## src/logic/csw_defines.vh

```
`ifndef CSW_DEFINES_VH
`define CSW_DEFINES_VH

// Register byte offsets
`define CSW_OFF_AUX      5'h00
`define CSW_OFF_REF      5'h04
`define CSW_OFF_OSC      5'h08
`define CSW_OFF_CFG      5'h0c
`define CSW_OFF_UNLOCK   5'h10

// Reset values
`define CSW_AUX_RESET    16'h2700
`define CSW_REF_RESET    16'h0000

// Auxiliary clock control fields
`define CSW_AUX_EN       15
`define CSW_AUX_LOCK     14
`define CSW_AUX_SRC      13
`define CSW_AUX_DIV_HI   10
`define CSW_AUX_DIV_LO   8
`define CSW_AUX_REFSEL   7
`define CSW_AUX_AUX_PLL_INTERNAL_RC_SELECT   6
`define CSW_AUX_WMASK    16'ha7c0

// Reference clock control fields
`define CSW_REF_EN       15
`define CSW_REF_SLP      13
`define CSW_REF_SRC      12
`define CSW_REF_DIV_HI   11
`define CSW_REF_DIV_LO   8
`define CSW_REF_WMASK    16'hbf00

// Oscillator control fields
`define CSW_OSC_CUR_HI   14
`define CSW_OSC_CUR_LO   12
`define CSW_OSC_NXT_HI   10
`define CSW_OSC_NXT_LO   8
`define CSW_OSC_LOCK     5
`define CSW_OSC_CF       3
`define CSW_OSC_LPKEEP   1
`define CSW_OSC_REQ      0

// Configuration register fields
`define CSW_CFG_WDT      0

// Unlock keys, one per step
`define CSW_KEY1         16'h0046
`define CSW_KEY2         16'h0057

// Source codes
`define CSW_SRC_FRC      3'h0
`define CSW_SRC_INTERNAL_RC_WITH_PLL   3'h1
`define CSW_SRC_PRI      3'h2
`define CSW_SRC_PRIPLL   3'h3
`define CSW_SRC_SEC      3'h4
`define CSW_SRC_LOW_POWER_INTERNAL_RC     3'h5
`define CSW_SRC_FRC16    3'h6
`define CSW_SRC_FRCN     3'h7

// Timing
`define CSW_NEW_CLK_WAIT 4'ha
`define CSW_AUXILIARY_MULTIPLIER_LOOP_MULT    5'h10

`endif

```

## src/logic/csw_clock_switch.v

```verilog
// Design decisions made here: the register offsets and register access over Avalon-MM.
`timescale 1ns/10ps
`default_nettype none
`include "csw_defines.vh"

// Overview of operation
// - Auxiliary PLL powered only while its enable bit is set.
// - Read-only aux lock bit shows the auxiliary PLL lock state.
// - Aux divider fed by aux oscillator path or primary PLL VCO.
// - Three-bit aux divider code: 111 gives 1 down to 000 gives 256.
// - Aux PLL reference: fast RC if selected, else primary or nothing.
// - In Sleep the reference output runs only if run-in-sleep set.
// - Reference source is crystal when select is 1, else system clock.
// - Reference divided by two to the four-bit divider value.
// - Switching and fail-safe monitor only active when fuse is 0.
// - With switching off, switch request ignored and held at 0.
// - Request for the current source is cleared and aborted.
// - Valid switch start clears PLL lock and clock-fail bits.
// - Start new oscillator; wait start-up timer, PLL lock, or both for primary with PLL.
// - Wait 10 cycles of the new clock before changeover.
// - After changeover clear request and copy next into current.
// - Turn off old source; keep LOW_POWER_INTERNAL_RC and LP as required.
// - On oscillator failure raise trap and fall back to fast RC.
// - Fallback keeps the PLL if the failed source used it.
// - Auxiliary PLL multiplies its reference by sixteen.
module csw_clock_switch (
  // Clock and reset
  input  wire        mclk,
  input  wire        sys_rst,
  // Avalon-MM slave
  input  wire [4:0]  avs_address,
  input  wire        avs_read,
  input  wire        avs_write,
  input  wire [31:0] avs_writedata,
  output reg  [31:0] avs_readdata,
  output wire        avs_waitrequest,
  // Fuses and power state
  input  wire        switching_enable_fuse,
  input  wire [2:0]  initial_source_fuse,
  input  wire        sleep_mode,
  // Oscillator status
  input  wire        osc_startup_done,
  input  wire        pll_lock_in,
  input  wire        aux_pll_lock_in,
  input  wire [7:0]  src_tick,
  input  wire        osc_fail,
  // Clock ticks feeding the dividers
  input  wire        aux_osc_tick,
  input  wire        vco_tick,
  input  wire        xtal_tick,
  // Auxiliary clock outputs
  output wire        aux_pll_power,
  output wire [1:0]  aux_pll_ref,
  output wire [4:0]  aux_pll_mult,
  output reg         aux_clk_en,
  // Reference clock pin
  output reg         reference_clock_pin,
  output wire        reference_clock_pin_oe,
  // System clock control
  output wire [2:0]  sys_src_sel,
  output wire        frc_on,
  output wire        pri_on,
  output wire        sec_on,
  output wire        low_power_internal_rc_on,
  output wire        pll_on,
  output reg         fail_trap
);

  localparam S_IDLE  = 4'h1;
  localparam S_READY = 4'h2;
  localparam S_COUNT = 4'h4;
  localparam S_SWAP  = 4'h8;

  reg  [15:0] aux_ctl;
  reg  [15:0] ref_ctl;
  reg  [2:0]  cur_src;
  reg  [2:0]  nxt_src;
  reg         lock_bit;
  reg         cf_bit;
  reg         lp_keep;
  reg         req_bit;
  reg         wdt_en;
  reg  [1:0]  unlock;
  reg         sw_en;
  reg  [3:0]  state;
  reg  [3:0]  wait_cnt;
  reg  [7:0]  aux_cnt;
  reg  [14:0] ref_cnt;
  reg         ack;
  reg         rst_seen;

  wire        acc;
  wire        wr;
  wire        rd;
  wire [15:0] wd;
  wire        wr_osc;
  wire        aux_tick;
  wire        ref_src_tick;
  wire        ref_run;
  wire [7:0]  aux_last;
  wire [14:0] ref_last;
  wire        cur_pll;
  wire        nxt_pll;
  wire        busy;
  wire        fail_safe_monitor_en;
  wire        fail_go;
  wire        nxt_xtal;
  wire        nxt_ready;
  wire [15:0] osc_view;

  function pll_src;
    input [2:0] s;
    begin
      pll_src = (s == `CSW_SRC_INTERNAL_RC_WITH_PLL) || (s == `CSW_SRC_PRIPLL);
    end
  endfunction

  function frc_src;
    input [2:0] s;
    begin
      frc_src = (s == `CSW_SRC_FRC) || (s == `CSW_SRC_INTERNAL_RC_WITH_PLL) ||
                (s == `CSW_SRC_FRC16) || (s == `CSW_SRC_FRCN);
    end
  endfunction

  function pri_src;
    input [2:0] s;
    begin
      pri_src = (s == `CSW_SRC_PRI) || (s == `CSW_SRC_PRIPLL);
    end
  endfunction

  // One wait state: every access is answered at the second edge
  assign acc = (avs_read | avs_write) & ~ack;
  assign avs_waitrequest = acc;
  assign wr = avs_write & ack;
  assign rd = avs_read & ack;
  assign wd = avs_writedata[15:0];
  assign wr_osc = wr && (avs_address == `CSW_OFF_OSC);

  always @(posedge mclk) begin
    if (sys_rst) begin
      ack <= 1'b0;
    end else begin
      ack <= acc;
    end
  end

  // Software registers; the aux lock bit is never stored
  always @(posedge mclk) begin
    if (sys_rst) begin
      aux_ctl <= `CSW_AUX_RESET;
      ref_ctl <= `CSW_REF_RESET;
      wdt_en <= 1'b0;
      unlock <= 2'h0;
    end else if (wr) begin
      case (avs_address)
        `CSW_OFF_AUX: begin
          aux_ctl <= wd & `CSW_AUX_WMASK;
        end
        `CSW_OFF_REF: begin
          ref_ctl <= wd & `CSW_REF_WMASK;
        end
        `CSW_OFF_CFG: begin
          wdt_en <= wd[`CSW_CFG_WDT];
        end
        `CSW_OFF_OSC: begin
          unlock <= 2'h0;
        end
        `CSW_OFF_UNLOCK: begin
          // Any other word breaks the key sequence
          if (wd == `CSW_KEY1) begin
            unlock <= 2'h1;
          end else if (wd == `CSW_KEY2 && unlock == 2'h1) begin
            unlock <= 2'h2;
          end else begin
            unlock <= 2'h0;
          end
        end
        default: begin
        end
      endcase
    end
  end

  assign osc_view = {1'b0, cur_src, 1'b0, nxt_src, 2'b00, lock_bit, 1'b0, cf_bit, 1'b0, lp_keep, req_bit};

  // Read data is loaded in the wait cycle so it stands at the answering edge
  always @(posedge mclk) begin
    if (sys_rst) begin
      avs_readdata <= 32'h00000000;
    end else if (acc && avs_read) begin
      case (avs_address)
        `CSW_OFF_AUX: begin
          avs_readdata <= {16'h0000, (aux_ctl & `CSW_AUX_WMASK) | {1'b0, aux_pll_lock_in, 14'h0000}};
        end
        `CSW_OFF_REF: begin
          avs_readdata <= {16'h0000, ref_ctl};
        end
        `CSW_OFF_OSC: begin
          avs_readdata <= {16'h0000, osc_view};
        end
        `CSW_OFF_CFG: begin
          avs_readdata <= {31'h00000000, wdt_en};
        end
        default: begin
          avs_readdata <= 32'h00000000;
        end
      endcase
    end
  end

  // Auxiliary clock path
  assign aux_pll_power = aux_ctl[`CSW_AUX_EN];
  assign aux_pll_ref = aux_ctl[`CSW_AUX_AUX_PLL_INTERNAL_RC_SELECT] ? 2'h2 :
                       (aux_ctl[`CSW_AUX_REFSEL] ? 2'h1 : 2'h0);
  assign aux_pll_mult = `CSW_AUXILIARY_MULTIPLIER_LOOP_MULT;
  assign aux_tick = aux_ctl[`CSW_AUX_SRC] ? aux_osc_tick : vco_tick;

  // Terminal count for each divide code
  assign aux_last =
    (aux_ctl[`CSW_AUX_DIV_HI:`CSW_AUX_DIV_LO] == 3'h7) ? 8'h00 :
    (aux_ctl[`CSW_AUX_DIV_HI:`CSW_AUX_DIV_LO] == 3'h6) ? 8'h01 :
    (aux_ctl[`CSW_AUX_DIV_HI:`CSW_AUX_DIV_LO] == 3'h5) ? 8'h03 :
    (aux_ctl[`CSW_AUX_DIV_HI:`CSW_AUX_DIV_LO] == 3'h4) ? 8'h07 :
    (aux_ctl[`CSW_AUX_DIV_HI:`CSW_AUX_DIV_LO] == 3'h3) ? 8'h0f :
    (aux_ctl[`CSW_AUX_DIV_HI:`CSW_AUX_DIV_LO] == 3'h2) ? 8'h1f :
    (aux_ctl[`CSW_AUX_DIV_HI:`CSW_AUX_DIV_LO] == 3'h1) ? 8'h3f : 8'hff;

  always @(posedge mclk) begin
    if (sys_rst) begin
      aux_cnt <= 8'h00;
      aux_clk_en <= 1'b0;
    end else begin
      aux_clk_en <= 1'b0;
      if (aux_tick) begin
        if (aux_cnt >= aux_last) begin
          aux_cnt <= 8'h00;
          aux_clk_en <= 1'b1;
        end else begin
          aux_cnt <= aux_cnt + 8'h01;
        end
      end
    end
  end

  // Reference clock path; mclk itself stands for the system clock
  assign ref_src_tick = ref_ctl[`CSW_REF_SRC] ? xtal_tick : 1'b1;
  assign ref_run = ref_ctl[`CSW_REF_EN] & (~sleep_mode | ref_ctl[`CSW_REF_SLP]);
  assign ref_last = (15'h0001 << ref_ctl[`CSW_REF_DIV_HI:`CSW_REF_DIV_LO]) - 15'h0001;
  assign reference_clock_pin_oe = ref_ctl[`CSW_REF_EN];

  // Pin carries a one-cycle pulse per divided reference period
  always @(posedge mclk) begin
    if (sys_rst) begin
      ref_cnt <= 15'h0000;
      reference_clock_pin <= 1'b0;
    end else begin
      reference_clock_pin <= 1'b0;
      if (!ref_run) begin
        ref_cnt <= 15'h0000;
      end else if (ref_src_tick) begin
        if (ref_cnt >= ref_last) begin
          ref_cnt <= 15'h0000;
          reference_clock_pin <= 1'b1;
        end else begin
          ref_cnt <= ref_cnt + 15'h0001;
        end
      end
    end
  end

  // Clock switch sequencing
  assign cur_pll = pll_src(cur_src);
  assign nxt_pll = pll_src(nxt_src);
  assign busy = (state != S_IDLE);
  assign fail_safe_monitor_en = sw_en;
  assign fail_go = fail_safe_monitor_en & osc_fail & ~frc_src(cur_src);
  assign nxt_xtal = pri_src(nxt_src) || (nxt_src == `CSW_SRC_SEC);
  assign nxt_ready = (!nxt_xtal || osc_startup_done) && (!nxt_pll || pll_lock_in);
  assign sys_src_sel = cur_src;

  // Old source drops out once cur_src moves on, unless held by lp_keep, wdt_en or the monitor
  assign frc_on = frc_src(cur_src) | (busy & frc_src(nxt_src));
  assign pri_on = pri_src(cur_src) | (busy & pri_src(nxt_src));
  assign sec_on = (cur_src == `CSW_SRC_SEC) | (busy & (nxt_src == `CSW_SRC_SEC)) | lp_keep;
  assign low_power_internal_rc_on = (cur_src == `CSW_SRC_LOW_POWER_INTERNAL_RC) | (busy & (nxt_src == `CSW_SRC_LOW_POWER_INTERNAL_RC)) |
                   wdt_en | fail_safe_monitor_en;
  assign pll_on = cur_pll | (busy & nxt_pll);

  always @(posedge mclk) begin
    if (sys_rst) begin
      sw_en <= 1'b0;
      cur_src <= `CSW_SRC_FRC;
      nxt_src <= `CSW_SRC_FRC;
      state <= S_IDLE;
      wait_cnt <= 4'h0;
      req_bit <= 1'b0;
      lock_bit <= 1'b0;
      cf_bit <= 1'b0;
      lp_keep <= 1'b0;
      fail_trap <= 1'b0;
    end else begin
      fail_trap <= 1'b0;
      sw_en <= ~switching_enable_fuse;
      if (!pll_on) begin
        lock_bit <= 1'b0;
      end else if (pll_lock_in) begin
        lock_bit <= 1'b1;
      end
      if (wr_osc && !wd[`CSW_OSC_CF]) begin
        cf_bit <= 1'b0;
      end
      if (wr_osc && unlock == 2'h2 && sw_en) begin
        nxt_src <= wd[`CSW_OSC_NXT_HI:`CSW_OSC_NXT_LO];
        lp_keep <= wd[`CSW_OSC_LPKEEP];
        if (wd[`CSW_OSC_REQ] && !busy) begin
          req_bit <= 1'b1;
        end
      end
      case (state)
        S_IDLE: begin
          if (req_bit) begin
            if (cur_src == nxt_src) begin
              req_bit <= 1'b0;
            end else begin
              lock_bit <= 1'b0;
              cf_bit <= 1'b0;
              state <= S_READY;
            end
          end
        end
        S_READY: begin
          wait_cnt <= 4'h0;
          if (nxt_ready) begin
            state <= S_COUNT;
          end
        end
        S_COUNT: begin
          if (src_tick[nxt_src]) begin
            wait_cnt <= wait_cnt + 4'h1;
            if (wait_cnt == `CSW_NEW_CLK_WAIT - 4'h1) begin
              state <= S_SWAP;
            end
          end
        end
        S_SWAP: begin
          cur_src <= nxt_src;
          req_bit <= 1'b0;
          state <= S_IDLE;
        end
        default: begin
          state <= S_IDLE;
        end
      endcase
      // Failure overrides any switch in progress
      if (fail_go) begin
        cur_src <= cur_pll ? `CSW_SRC_INTERNAL_RC_WITH_PLL : `CSW_SRC_FRC;
        cf_bit <= 1'b1;
        fail_trap <= 1'b1;
        req_bit <= 1'b0;
        state <= S_IDLE;
      end
      if (state == 4'h0) begin
        state <= S_IDLE;
      end
      // Start-up source comes from the fuse, once per reset
      if (!rst_seen) begin
        cur_src <= initial_source_fuse;
        nxt_src <= initial_source_fuse;
      end
    end
  end

  always @(posedge mclk) begin
    if (sys_rst) begin
      rst_seen <= 1'b0;
    end else begin
      rst_seen <= 1'b1;
    end
  end
endmodule
`default_nettype wire

```

## config.mk

```make
export PLATFORM = sky130hd
export DESIGN_NAME = csw_clock_switch
export DESIGN_NICKNAME = d
export VERILOG_FILES = /design/src/logic/csw_clock_switch.v
export VERILOG_INCLUDE_DIRS = /design/src /design/src/logic
export SDC_FILE = /design/constraint.sdc
export NUM_CORES = 1
export LEC_CHECK = 0
export BUFFER_PORTS_ARGS = -buffer_cell sky130_fd_sc_hd__buf_2
export CAP_MARGIN = 0
export CORE_MARGIN = 2
export CORE_UTILIZATION = 60
export CTS_BUF_LIST = sky130_fd_sc_hd__clkbuf_4
export CTS_CLUSTER_SIZE = 24
export DETAILED_ROUTE_END_ITERATION = 6
export PLACE_DENSITY_LB_ADDON = 0.05
export SLEW_MARGIN = 20
export SYNTH_ARGS = -nofsm -noshare
export SYNTH_HDL_FRONTEND = slang
export SYNTH_SLANG_ARGS = --single-unit
```

## constraint.sdc

```tcl
create_clock -name mclk -period 7.4 [get_ports mclk]
set_clock_uncertainty 0.2 [all_clocks]
set_input_delay 1.48 -clock mclk [delete_from_list [all_inputs] [get_ports mclk]]
set_output_delay 1.48 -clock mclk [all_outputs]
set_load 0.01 [all_outputs]
```

### After elaboration in Yosys (flattened, before gate mapping)

Cells that the tools add are included.

* equal/unequal tests: 43
* muxes and demuxes: 52
* reduce and logical (&&, ||, !) cells: 42
* add/sub/neg operators: 4
* shift-type cells: 1
* bitwise operators: 28
* magnitude comparators: 3

Operator list (count)
* $mux 8: 8
* $pmux 16 s4: 1
* $eq 3x3->1 const B: 12
* $eq 16x7->1 const B: 2
* $mux 4: 6
* $mux 1: 23
* $eq 3x2->1 const B: 6
* $or 16x15->16: 1
* $add 15x1->15 const B: 1
* $ge 15x15->1: 1
* $mux 15: 1
* $mux 3: 5
* $shl 1x4->15 const A: 1
* $sub 15x1->15 const B: 1
* $logic_or 1x1->1: 13
* $pmux 4 s3: 1
* $and 1x1->1: 10
* $eq 5x4->1 const B: 2
* $ne 2x2->1 const B: 5
* $or 1x1->1: 10
* $reduce_and 2->1: 5
* $eq 3x1->1 const B: 3
* $add 8x1->8 const B: 1
* $eq 4x4->1 const B: 2
* other kinds (29): 52

* flip-flop bits (word level): 96
* word-level logic and storage cells: 194
* input port bits: 61
* output and inout port bits: 53

### Longest topological paths before layout

Gate-level depths: netlist of run 1.

* depth after elaboration: 10
* mapped depth: 15
* mapped depth without buffers: 14

### Least setup slack after synthesis of run 1

Ideal clock, no wire load.

* kind: register to register
* start: register ref_ctl[8]
* end: register ref_cnt[4]
* data required time: 7062 ps
* period minus slack after synthesis: 3498 ps
* arrival: 3160 ps
* setup slack: 3902 ps
* buffers on the path: 1
* stages on the path, launching flop included: 16
* setup time: 138 ps
* path through: dfxtp_1 -> or2_2 -> or3_1 -> ha_1 -> or2_2 -> o21ai_0 -> a22o_1 -> a21oi_1 -> ha_1 -> o21ai_0 -> o21bai_1 -> a21oi_1 -> o21a_1 -> a21oi_1 -> clkbuf_1 -> nor3_1

* word-level cells in the longest chain between the ends: 4

RTL lines
* start: declaration: line csw_clock_switch.v:75 `reg [15:0] ref_ctl;`
* start signal: assignment: line csw_clock_switch.v:153 `` ref_ctl <= `CSW_REF_RESET; ``
* start signal: assignment: line csw_clock_switch.v:162 `` ref_ctl <= wd & `CSW_REF_WMASK; ``
* $shl 1x4->15: line csw_clock_switch.v:250 `` assign ref_last = (15'h0001 << ref_ctl[`CSW_REF_DIV_HI:`CSW_REF_DIV_LO]) - 15'h0001; ``
* $sub 15x1->15: line csw_clock_switch.v:250
* $ge 15x15->1: line csw_clock_switch.v:263 `if (ref_cnt >= ref_last) begin`
* $mux 15: line csw_clock_switch.v:263
* end signal: assignment: line csw_clock_switch.v:267 `ref_cnt <= ref_cnt + 15'h0001;`
* end: declaration: line csw_clock_switch.v:88 `reg [14:0] ref_cnt;`

No other way between the ends.
A chain may end at the register's enable or synchronous reset.

### Worst setup path in the final report of run 1

* start: register ref_ctl[9]
* end: register reference_clock_pin

* word-level cells in the longest chain between the ends: 4

RTL lines
* $shl 1x4->15: line csw_clock_switch.v:250
* $sub 15x1->15: line csw_clock_switch.v:250
* $ge 15x15->1: line csw_clock_switch.v:263
* $mux 1: line csw_clock_switch.v:263
* end signal: assignment: line csw_clock_switch.v:257 `reference_clock_pin <= 1'b0;`
* end signal: assignment: line csw_clock_switch.v:259 `reference_clock_pin <= 1'b0;`
* end signal: assignment: line csw_clock_switch.v:265 `reference_clock_pin <= 1'b1;`
* end: declaration: line csw_clock_switch.v:57 `output reg reference_clock_pin,`

No other way between the ends.

==> results of run 1 <==
power groups by stage:
stage | clock network [mW] | registers, mW | logic [mW]
3_5_place_dp | 0 | 0.442 | 0.0723
4_1_cts | 0.226 | 0.433 | 0.0725
3_3_place_gp | 0 | 0.442 | 0.0708
5_1_grt | 0.245 | 0.435 | 0.0805
2_1_floorplan | 0 | 0.439 | 0.0567
6_report | 0.220 | 0.433 | 0.0732
final timing paths:
path                                 startpoint             endpoint  cells past startpoint  slack (ps)
worst max register to register       ref_ctl[9]  reference_clock_pin                     14        3190
worst min-delay path            avs_readdata[6]      avs_readdata[6]                      2         260
worst min register to register  avs_readdata[6]      avs_readdata[6]                      2         260
worst max-delay path                 ref_ctl[9]  reference_clock_pin                     14        3190
cell usage in the layout (no fill, tap or decap), types with 2 or more instances in the layout:
master	count
or2_2	3
nand2_1	46
nor3_1	29
mux2_2	3
o211ai_1	6
xor2_1	13
a211oi_1	3
o21ai_0	22
a311oi_1	3
mux4_2	2
nor2b_1	5
clkinvlp_4	3
o21a_1	4
a31o_2	2
clkinv_2	3
a22oi_1	4
nand4_1	13
inv_1	16
nor4_1	2
nor4b_1	4
mux2i_1	27
buf_2	74
nand3b_1	7
a21oi_1	37
nand2b_1	10
or3_1	4
nor3b_1	2
and2_1	2
nand3_1	26
clkbuf_4	9
a21o_1	4
xnor2_1	11
dfxtp_1	78
nor2_1	59
ha_1	29
and3_1	6
conb_1	23
area by class of cell:
| type | instances | share of cell area, % |
|---|---|---|
| Clock buffer | 9 | 1.36 |
| Clock inverter | 7 | 0.833 |
| Inverter | 16 | 1.21 |
| Multi-Input combinational cell | 428 | 54.9 |
| Sequential cell | 78 | 31.5 |
| Tap cell | 99 | 2.50 |
| Timing Repair Buffer | 75 | 7.63 |
registers in the layout (all words and copies together) (netlist names), 2 cells and up:
signal        count
ref_cnt          15
avs_readdata     14
aux_cnt           8
aux_ctl           7
ref_ctl           7
state             4
wait_cnt          4
nxt_src           3
sys_src_sel       3
unlock            2
worst max-delay path, cell delays in order (launching register included):
cell and delay, ps:
dfxtp_1 440, or2_2 370, or3_1 350, ha_1 270, or2_2 310, o21ai_0 160, a22o_1 150, a21oi_1 80
ha_1 330, o21ai_0 80, o21bai_1 130, a21oi_1 90, o21a_1 250, a21oi_1 750, nor2b_1 210
metrics by stage:
stage | hold WS (ps) | instance area, sq um
after floorplan | 245 | 4620
after global placement | 236 | 4840
after detailed placement | 248 | 4850
after CTS | 265 | 4950
after global routing | 287 | 4950
final | 264 | 4950
per-layer routing:
layer / part of all wire, % / track usage (%)
met1: 49 / 36.5
met2: 45 / 41.0
met5: 0 / 0
met3: 5.7 / 5.64
met4: 0.57 / 4.80
cells by family after synthesis:
family / Yosys count / share of synthesized area (%)
AOI/OAI and AO/OA: 93 / 12.4
xor gates and xnor gates: 24 / 4.63
adders and majority gates: 29 / 8.00
buffers and inverters: 62 / 7.33
DFF: 78 / 34.4
muxes: 32 / 7.69
other: 2 / 0.165
and+or+nand+nor: 227 / 25.3
==> reports/metrics.cfg, run 1 <==
[outcome]
run_status = complete, no violations

[clock_tree]
cts_num_sinks = 78
cts.clk_slew.worst_paths_ps = 130
post_cts_buffers = 0
clkLatencyLatePin_ps = 430
clock_tree.htree_level_count = 3
cts_hold_repair.buffers = 0
clock_tree.root_cell = clkbuf_4
cts_tree = yes
clock_path_buffers = 2
cts-buffers-inserted = 9
cts-resized-gates = 0

[worst_setup_path]
crit_path_end_kind = register
timing.critical_path.fanout_max = 12
endpoint_arrival_time_on_the_critical_path_ps = 4380
worst_ep_required_time_ps = 7580
worstSetupStartpointType = register
path_class = register to register

[timing]
setup_tns_ps = 0
worst_slack_ps = 3190
slew_headroom_pct = 40.3
final-max-slew-violation-count = 0
finalCritPeriodShare_pct = 56.9
worst-slew-pin-transition_ps = 896
max_clock_freq_ghz = 0.238
post-route-min-period_ps = 4210
setup_viol = 0
unrepaired_setup_endpoints_after_global_routing = no
finalHoldViolCount = 0

[pwr]
leak_nw = 2.09
power_density_nw_per_um2 = 147
irDropWorstVdd_mv = 0.0905
p_comb_share_pct = 10.1
portion_of_total_power_attributed_to_sequential_cells_pct = 59.6
power.share.clock_pct = 30.3
cellInternalPower_uw = 519
p_sw_share_pct = 28.5
net-switching-power_uw = 207
totalPowerFinal_uw = 726

[synth]
synth_top_area_share_pct = 34.4
netlist_instances = 547
synth.avg_cell_area_sq_um = 8.30
asyncSetResetFlopFracSynth_pct = 0
number_of_register_bits_inferred_by_synthesis = 78
synth_commonest_cells = dfxtp_1 (78), nor2_1 (59), nand2_1 (46)
yosys.cell_count.top_type = dfxtp_1
synth.top_cells.by_area = dfxtp_1 (34%), ha_1 (8.0%), mux2i_1 (6.0%)
synth_edf_count = 0
synth-main-ff-cell = dfxtp_1
synth.largest_area_cell = dfxtp_1
yosys.cell_types.count = 54
synth_sequential_area_ratio_pct = 34.4
total_number_of_yosys_warnings = 0
synth.cell_area_sq_um = 4540

[routing]
route.final.wire_length_um = 10400
post-route-drc-count = 0
overall_via_count_from_detail_route = 4075
starting_drt_drc_count = 200
drt-vias-per-instance = 5.72
ant_nets = 0
dr.pass1.iters = 4
average_detailed_routed_wire_length_per_instance_um = 14.7

[finish]
final_layout_size_suffix_gt1_share_pct = 16.6
antenna_cells = 0
finish.net_count = 698
layout.area.seq_sq_um = 1560
final-instance-count-excl-fill = 712
multi_input_area_sq_um = 2720
areaGrowthSynthToFinish_pct = 9.18
fill_cells = 641
fin_util_pct = 67.9

[placement]
gpl.final_weighted_congestion = 0.806
dpl.hpwl_um = 7780
placed_cells = 696
portBuffers = 74
pre_cts_ws_ps = 3230

[global_routing]
grt_overflow = 0
global_route_wire_length_before_repair_um = 17700
vias_in_the_first_global_route = 3739
globalRouteTotalUtil_pct = 25.8
grt_antenna_before_repair = 0
largest_net_degree_at_the_start_of_global_routing = 46

[min_path]
path_type_of_the_worst_min_delay_path = register to register

[die]
start_util_pct = 62.2
dieArea_sq_um = 8280
core_area_sq_um = 7290
placement_rows = 31
design.portCount = 114
die_width_um = 91.0
die-height_um = 91.0

[flow_run]
cap_viol_max_count = 0

Power figures use the tool's default switching activity.
==> run 2: changes to the inputs <==
--- a/config.mk
+++ b/config.mk
@@ -6,10 +6,11 @@
 export SDC_FILE = /design/constraint.sdc
 export NUM_CORES = 1
 export LEC_CHECK = 0
+export ABC_AREA = 1
 export BUFFER_PORTS_ARGS = -buffer_cell sky130_fd_sc_hd__buf_2
 export CAP_MARGIN = 0
 export CORE_MARGIN = 2
-export CORE_UTILIZATION = 60
+export CORE_UTILIZATION = 56
 export CTS_BUF_LIST = sky130_fd_sc_hd__clkbuf_4
 export CTS_CLUSTER_SIZE = 24
 export DETAILED_ROUTE_END_ITERATION = 6
==> constraint.sdc (replaced) <==
create_clock -name mclk -period 4.2 [get_ports mclk]
set_clock_uncertainty 0.2 [all_clocks]
set_input_delay 0.84 -clock mclk [delete_from_list [all_inputs] [get_ports mclk]]
set_output_delay 0.84 -clock mclk [all_outputs]
set_load 0.01 [all_outputs]
==> reports/metrics.cfg, run 2 <==
[outcome]
run_status = complete, no violations

[synth]
synth_top_area_share_pct = 32.9
synth_sequential_area_ratio_pct = 32.9
synth.top_cells.by_area = dfxtp_1 (33%), nand2_1 (13%), ha_1 (7.6%)
netlist_instances = 696
synth.largest_area_cell = dfxtp_1
asyncSetResetFlopFracSynth_pct = 0
total_number_of_yosys_warnings = 0
yosys.cell_types.count = 43
synth-main-ff-cell = dfxtp_1
synth_commonest_cells = nand2_1 (162), inv_1 (86), nor2_1 (80)
synth.avg_cell_area_sq_um = 6.83
number_of_register_bits_inferred_by_synthesis = 78
synth.cell_area_sq_um = 4750
synth_edf_count = 0
yosys.cell_count.top_type = nand2_1

[timing]
final-max-slew-violation-count = 0
setup_tns_ps = 0
post-route-min-period_ps = 3150
finalHoldViolCount = 0
worst_slack_ps = 1050
slew_headroom_pct = 63.7
unrepaired_setup_endpoints_after_global_routing = no
setup_viol = 0
max_clock_freq_ghz = 0.317
worst-slew-pin-transition_ps = 544
finalCritPeriodShare_pct = 75.0

[clock_tree]
clkLatencyLatePin_ps = 440
cts.clk_slew.worst_paths_ps = 130
clock_path_buffers = 2
clock_tree.root_cell = clkbuf_4
clock_tree.htree_level_count = 3
cts_tree = yes
cts-buffers-inserted = 9
post_cts_buffers = 0
cts_hold_repair.buffers = 0
cts_num_sinks = 78
cts-resized-gates = 0

[routing]
starting_drt_drc_count = 241
ant_nets = 0
overall_via_count_from_detail_route = 4593
average_detailed_routed_wire_length_per_instance_um = 12.6
route.final.wire_length_um = 11100
dr.pass1.iters = 6
post-route-drc-count = 0
drt-vias-per-instance = 5.24

[finish]
antenna_cells = 0
layout.cells.most_common_list = nand2_1 (162), inv_1 (86), nor2_1 (80)
fill_cells = 776
largest_registers = ref_cnt x15, avs_readdata x14, aux_cnt x8
largest_register_ff_count = 15
largest-register = ref_cnt
areaGrowthSynthToFinish_pct = 10.6
finish.net_count = 856
layout.cells.most_common = nand2_1
final_layout_size_suffix_gt1_share_pct = 14.5

[die]
dieArea_sq_um = 9240
placement_rows = 33
core_area_sq_um = 8220
start_util_pct = 57.8
die_width_um = 96.1
design.portCount = 114
die-height_um = 96.1

[pwr]
irDropWorstVdd_mv = 0.176
leak_nw = 2.49
power_density_nw_per_um2 = 277
totalPowerFinal_mw = 1.45

[worst_setup_path]
crit_path_end_kind = register
worst_ep_required_time_ps = 4370
worstSetupStartpointType = register
endpoint_arrival_time_on_the_critical_path_ps = 3320
rr_startpoint = ref_ctl[10]
path_class = register to register
r2r_end = ref_cnt[12]
timing.reg2reg.worst_path_depth = 17
critical_path.startpoint = ref_ctl[10]
timing.critical_path.fanout_max = 14
worst-r2r-setup-slack_ps = 1050

[min_path]
worst_hold_path.endpoint = avs_readdata[9]
hold-path-cell-count = 2
min_from = avs_readdata[9]
path_type_of_the_worst_min_delay_path = register to register

[placement]
gpl.final_weighted_congestion = 0.832
pre_cts_ws_ps = 1100
dpl.hpwl_um = 8760
portBuffers = 74

[global_routing]
global_route_wire_length_before_repair_um = 17800
vias_in_the_first_global_route = 3963
grt_overflow = 0
largest_net_degree_at_the_start_of_global_routing = 29
grt_antenna_before_repair = 0
globalRouteTotalUtil_pct = 24.4

[flow_run]
cap_viol_max_count = 0

[run 2: cell count changes after synthesis, moves of 6 or more]
cell      before  now
nand2_1       46  162
inv_1         16   86
mux2i_1       27    1
nor2_1        59   80
nor3_1        29    8
nand3_1       26   45
clkbuf_1      19    3
o21ai_0       22   35
nand2b_1      10    0
a21oi_1       37   44
and3_1         6    0
[run 2: layout make-up]
| type | instances | area (sq um) | share of cell area [%] |
|---|---|---|---|
| clock buffers | 9 | 67.6 | 1.29 |
| flip-flops and latches | 78 | 1560 | 29.7 |
| inverters | 89 | 338 | 6.43 |
| repair buffers | 76 | 385 | 7.33 |
| well taps | 105 | 131 | 2.50 |
| clock inverters | 7 | 104 | 1.98 |
| multi-input cells | 512 | 2670 | 50.8 |
[run 2: report_power, final]
| part | total, mW | internal, mW | switching, mW |
|---|---|---|---|
| Combinational | 0.147 | 0.0530 | 0.0941 |
| Clock | 0.544 | 0.250 | 0.295 |
| Sequential | 0.763 | 0.750 | 0.0129 |
[run 2: how the worst max path moves through the flow]
stage	endpoint	slack, ps
2_1_floorplan	ref_cnt[0]	1660
3_3_place_gp	ref_cnt[13]	1170
6_report	ref_cnt[12]	1050
3_5_place_dp	ref_cnt[12]	1100
4_1_cts	ref_cnt[12]	1050
5_1_grt	ref_cnt[12]	670
[run 2: worst max-delay path: stages (launching register included)]
cell and delay (ps):
dfxtp_1 560, nor2_1 180, nand2_1 130, ha_1 150, inv_1 60, a21oi_1 190, o21ai_0 140, xor2_1 160
ha_1 300, nand2_1 120, inv_1 60, nand2_1 60, nand2_1 50, a21oi_1 190, nand3_1 130, nand2_1 90
nand2_2 180, nor2_1 140
[run 2: metal layers]
| metal | track usage [%] | wire, um | vias up |
|---|---|---|---|
| met5 | 0 | 0 | - |
| met4 | 7.38 | 129 | 0 |
| met3 | 4.70 | 741 | 16 |
| met2 | 39.1 | 4980 | 161 |
| met1 | 33.3 | 5230 | 2064 |
| li1 | - | - | 2352 |
[run 2: logic make-up (layout without fill, tap and decap cells)]
logic type                 Yosys count  in the layout  synth area share, %
xor gates and xnor gates            23             23                 4.24
DFF                                 78             78                 32.9
and+or+nand+nor                    335            335                 30.5
muxes                                1              1                0.211
buffers and inverters              127            181                 12.7
AOI/OAI and AO/OA                  101            101                 11.7
other                                2             23                0.158
adders and majority gates           29             29                 7.63
[run 2: metrics by stage]
step / instance area [sq um] / instances / hold slack (ps) / utilization, %
floorplan: 4830 / 717 / 239 / -
global placement: 5080 / 860 / 250 / 61.9
detailed placement: 5080 / 860 / 255 / 61.9
CTS: 5260 / 876 / 275 / 64.0
global route: 5260 / 876 / 294 / 64.0
finish: 5260 / 876 / 272 / 64.0
==> run 3: changes to the inputs <==
==> constraint.sdc (replaced) <==
create_clock -name mclk -period 3.15 [get_ports mclk]
set_clock_uncertainty 0.2 [all_clocks]
set_input_delay 0.63 -clock mclk [delete_from_list [all_inputs] [get_ports mclk]]
set_output_delay 0.63 -clock mclk [all_outputs]
set_load 0.01 [all_outputs]
==> reports/metrics.cfg, run 3 (same netlist as run 2, synthesis figures left out) <==
[worst_setup_path]
worst_path_most_repeated_cell = nand2_1
cp.buffers_inverters = 3
path_class = register to register
crit_chain = inv_1, nand3_1, ha_1, inv_1, a21oi_1, o21ai_0, xor2_1, ha_1, nand2_1, inv_1, nand2_1, nand2_1, a21oi_1, nand3_1, nand2_1, nand2_2, nor2_1
worst_ep_required_time_ps = 3320
timing.critical_path.fanout_max = 14
critical_path.slowest_cell = dfxtp_1
endpoint_arrival_time_on_the_critical_path_ps = 3090
worstSetupStartpointType = register
worst_path_dominant_cell_family = simple AND/OR/NAND/NOR gates
crit_path_end_kind = register
maximum_cell_stage_delay_along_the_critical_path_ps = 410

[routing]
route.final.wire_length_um = 11000
average_detailed_routed_wire_length_per_instance_um = 12.5
overall_via_count_from_detail_route = 4570
starting_drt_drc_count = 272
ant_nets = 0
drt-vias-per-instance = 5.21
dr.pass1.iters = 5
post-route-drc-count = 0

[finish]
final_instance_area_sq_um = 5250
largest_register_ff_count = 15
finish.net_count = 858
largest_registers = ref_cnt x15, avs_readdata x14, aux_cnt x8
areaGrowthSynthToFinish_pct = 10.4
layout.area.seq_sq_um = 1560
multi_input_area_sq_um = 2670
layout.cells.most_common = nand2_1
final_layout_size_suffix_gt1_share_pct = 14.9
fill_cells = 811
largest-register = ref_cnt
antenna_cells = 0
layout.cells.most_common_list = nand2_1 (162), inv_1 (86), nor2_1 (80)

[timing]
setup_viol = 0
worst-slew-pin-transition_ps = 537
setup_tns_ps = 0
worst_slack_ps = 237
slew_headroom_pct = 64.1
finalHoldViolCount = 0
finalCritPeriodShare_pct = 92.5
max_clock_freq_ghz = 0.343
post-route-min-period_ps = 2910
final-max-slew-violation-count = 0
unrepaired_setup_endpoints_after_global_routing = no

[pwr]
portion_of_total_power_attributed_to_sequential_cells_pct = 54.6
net-switching-power_uw = 540
cellInternalPower_mw = 1.32
power.share.clock_pct = 34.9
p_comb_share_pct = 10.6
leak_nw = 2.49
irDropWorstVdd_mv = 0.214
power_density_nw_per_um2 = 355
p_sw_share_pct = 29.0

[global_routing]
vias_in_the_first_global_route = 3970
global_route_wire_length_before_repair_um = 17800
largest_net_degree_at_the_start_of_global_routing = 29
globalRouteTotalUtil_pct = 24.5
grt_overflow = 0
grt_antenna_before_repair = 0

[placement]
placed_area_sq_um = 5100
dpl.hpwl_um = 8720
gpl.final_weighted_congestion = 0.865
pre_cts_ws_ps = 253
portBuffers = 74

[die]
die_width_um = 96.1
core_area_sq_um = 8220
start_util_pct = 57.8
die-height_um = 96.1
dieArea_sq_um = 9240
design.portCount = 114
placement_rows = 33

[clock_tree]
cts-buffers-inserted = 9
cts_tree = yes
clock_tree.root_cell = clkbuf_4
cts.clk_slew.worst_paths_ps = 140
clock_path_buffers = 2
post_cts_buffers = 0
clock_tree.htree_level_count = 3
clkLatencyLatePin_ps = 450
cts_num_sinks = 78

[outcome]
run_status = complete, no violations

[min_path]
path_type_of_the_worst_min_delay_path = input port to register

[flow_run]
cap_viol_max_count = 0

-- run 3: cell types whose count changed in the layout (fill, tap and decap cells not counted) --
cell        delta
dfxtp_1        -1
dfxtp_2        +1
clkinv_4       -1
bufinv_16      -1
clkinvlp_4     +2
buf_4          +2
-- run 3: worst register-to-register path, cell delays in order, from the launching register on --
cell	delay (ps)
dfxtp_1	410
inv_1	140
nand3_1	120
ha_1	140
inv_1	50
a21oi_1	200
o21ai_0	150
xor2_1	160
ha_1	300
nand2_1	110
inv_1	60
nand2_1	70
nand2_1	50
a21oi_1	170
nand3_1	120
nand2_1	90
nand2_2	190
nor2_1	140
-- run 3: path summary, 6_finish.rpt --
check                        startpoint              endpoint  slack [ps]  cells past startpoint
hold / removal    switching_enable_fuse  fail_safe_monitor_en         110                      2
hold reg to reg         avs_readdata[9]       avs_readdata[9]         270                      2
setup reg to reg             ref_ctl[9]            ref_cnt[3]         240                     17
setup / recovery             ref_ctl[9]            ref_cnt[3]         240                     17
-- run 3: repair_timing --
action	4_1_cts	5_1_grt
resized for setup	0	1
endpoints found under the setup margin	0	2
hold buffers	0	0
-- run 3: layout make-up --
cell class | instances | area share, %
Multi-Input combinational cell | 512 | 50.8
Clock buffer | 9 | 1.29
Clock inverter | 7 | 1.53
Timing Repair Buffer | 78 | 7.63
Inverter | 89 | 6.44
Tap cell | 105 | 2.50
Sequential cell | 78 | 29.8
-- run 3: power by group through the flow --
stage	combinational, mW	sequential [mW]	clock (mW)
2_1_floorplan	0.147	1.03	0
3_3_place_gp	0.191	1.04	0
3_5_place_dp	0.194	1.04	0
4_1_cts	0.195	1.02	0.663
5_1_grt	0.223	1.02	0.699
6_report	0.197	1.02	0.649
-- run 3: through the flow --
stage | std cells | power, mW | util (%) | hold slack, ps
2_1_floorplan | 717 | 1.18 | - | 239
3_3_place_gp | 862 | 1.23 | 62.1 | 250
3_5_place_dp | 862 | 1.23 | 62.1 | 254
4_1_cts | 878 | 1.87 | 63.9 | 89.9
5_1_grt | 878 | 1.94 | 63.9 | 90.9
6_report | 878 | 1.86 | 63.9 | 110
-- run 3: metal layers --
| layer | vias up | GRT usage, % | share of wire [%] |
|---|---|---|---|
| li1 | 2353 | - | - |
| met1 | 2053 | 33.8 | 48 |
| met2 | 148 | 39.4 | 44 |
| met3 | 16 | 3.68 | 6.0 |
| met4 | 0 | 7.50 | 1.4 |
| met5 | - | 0 | 0 |
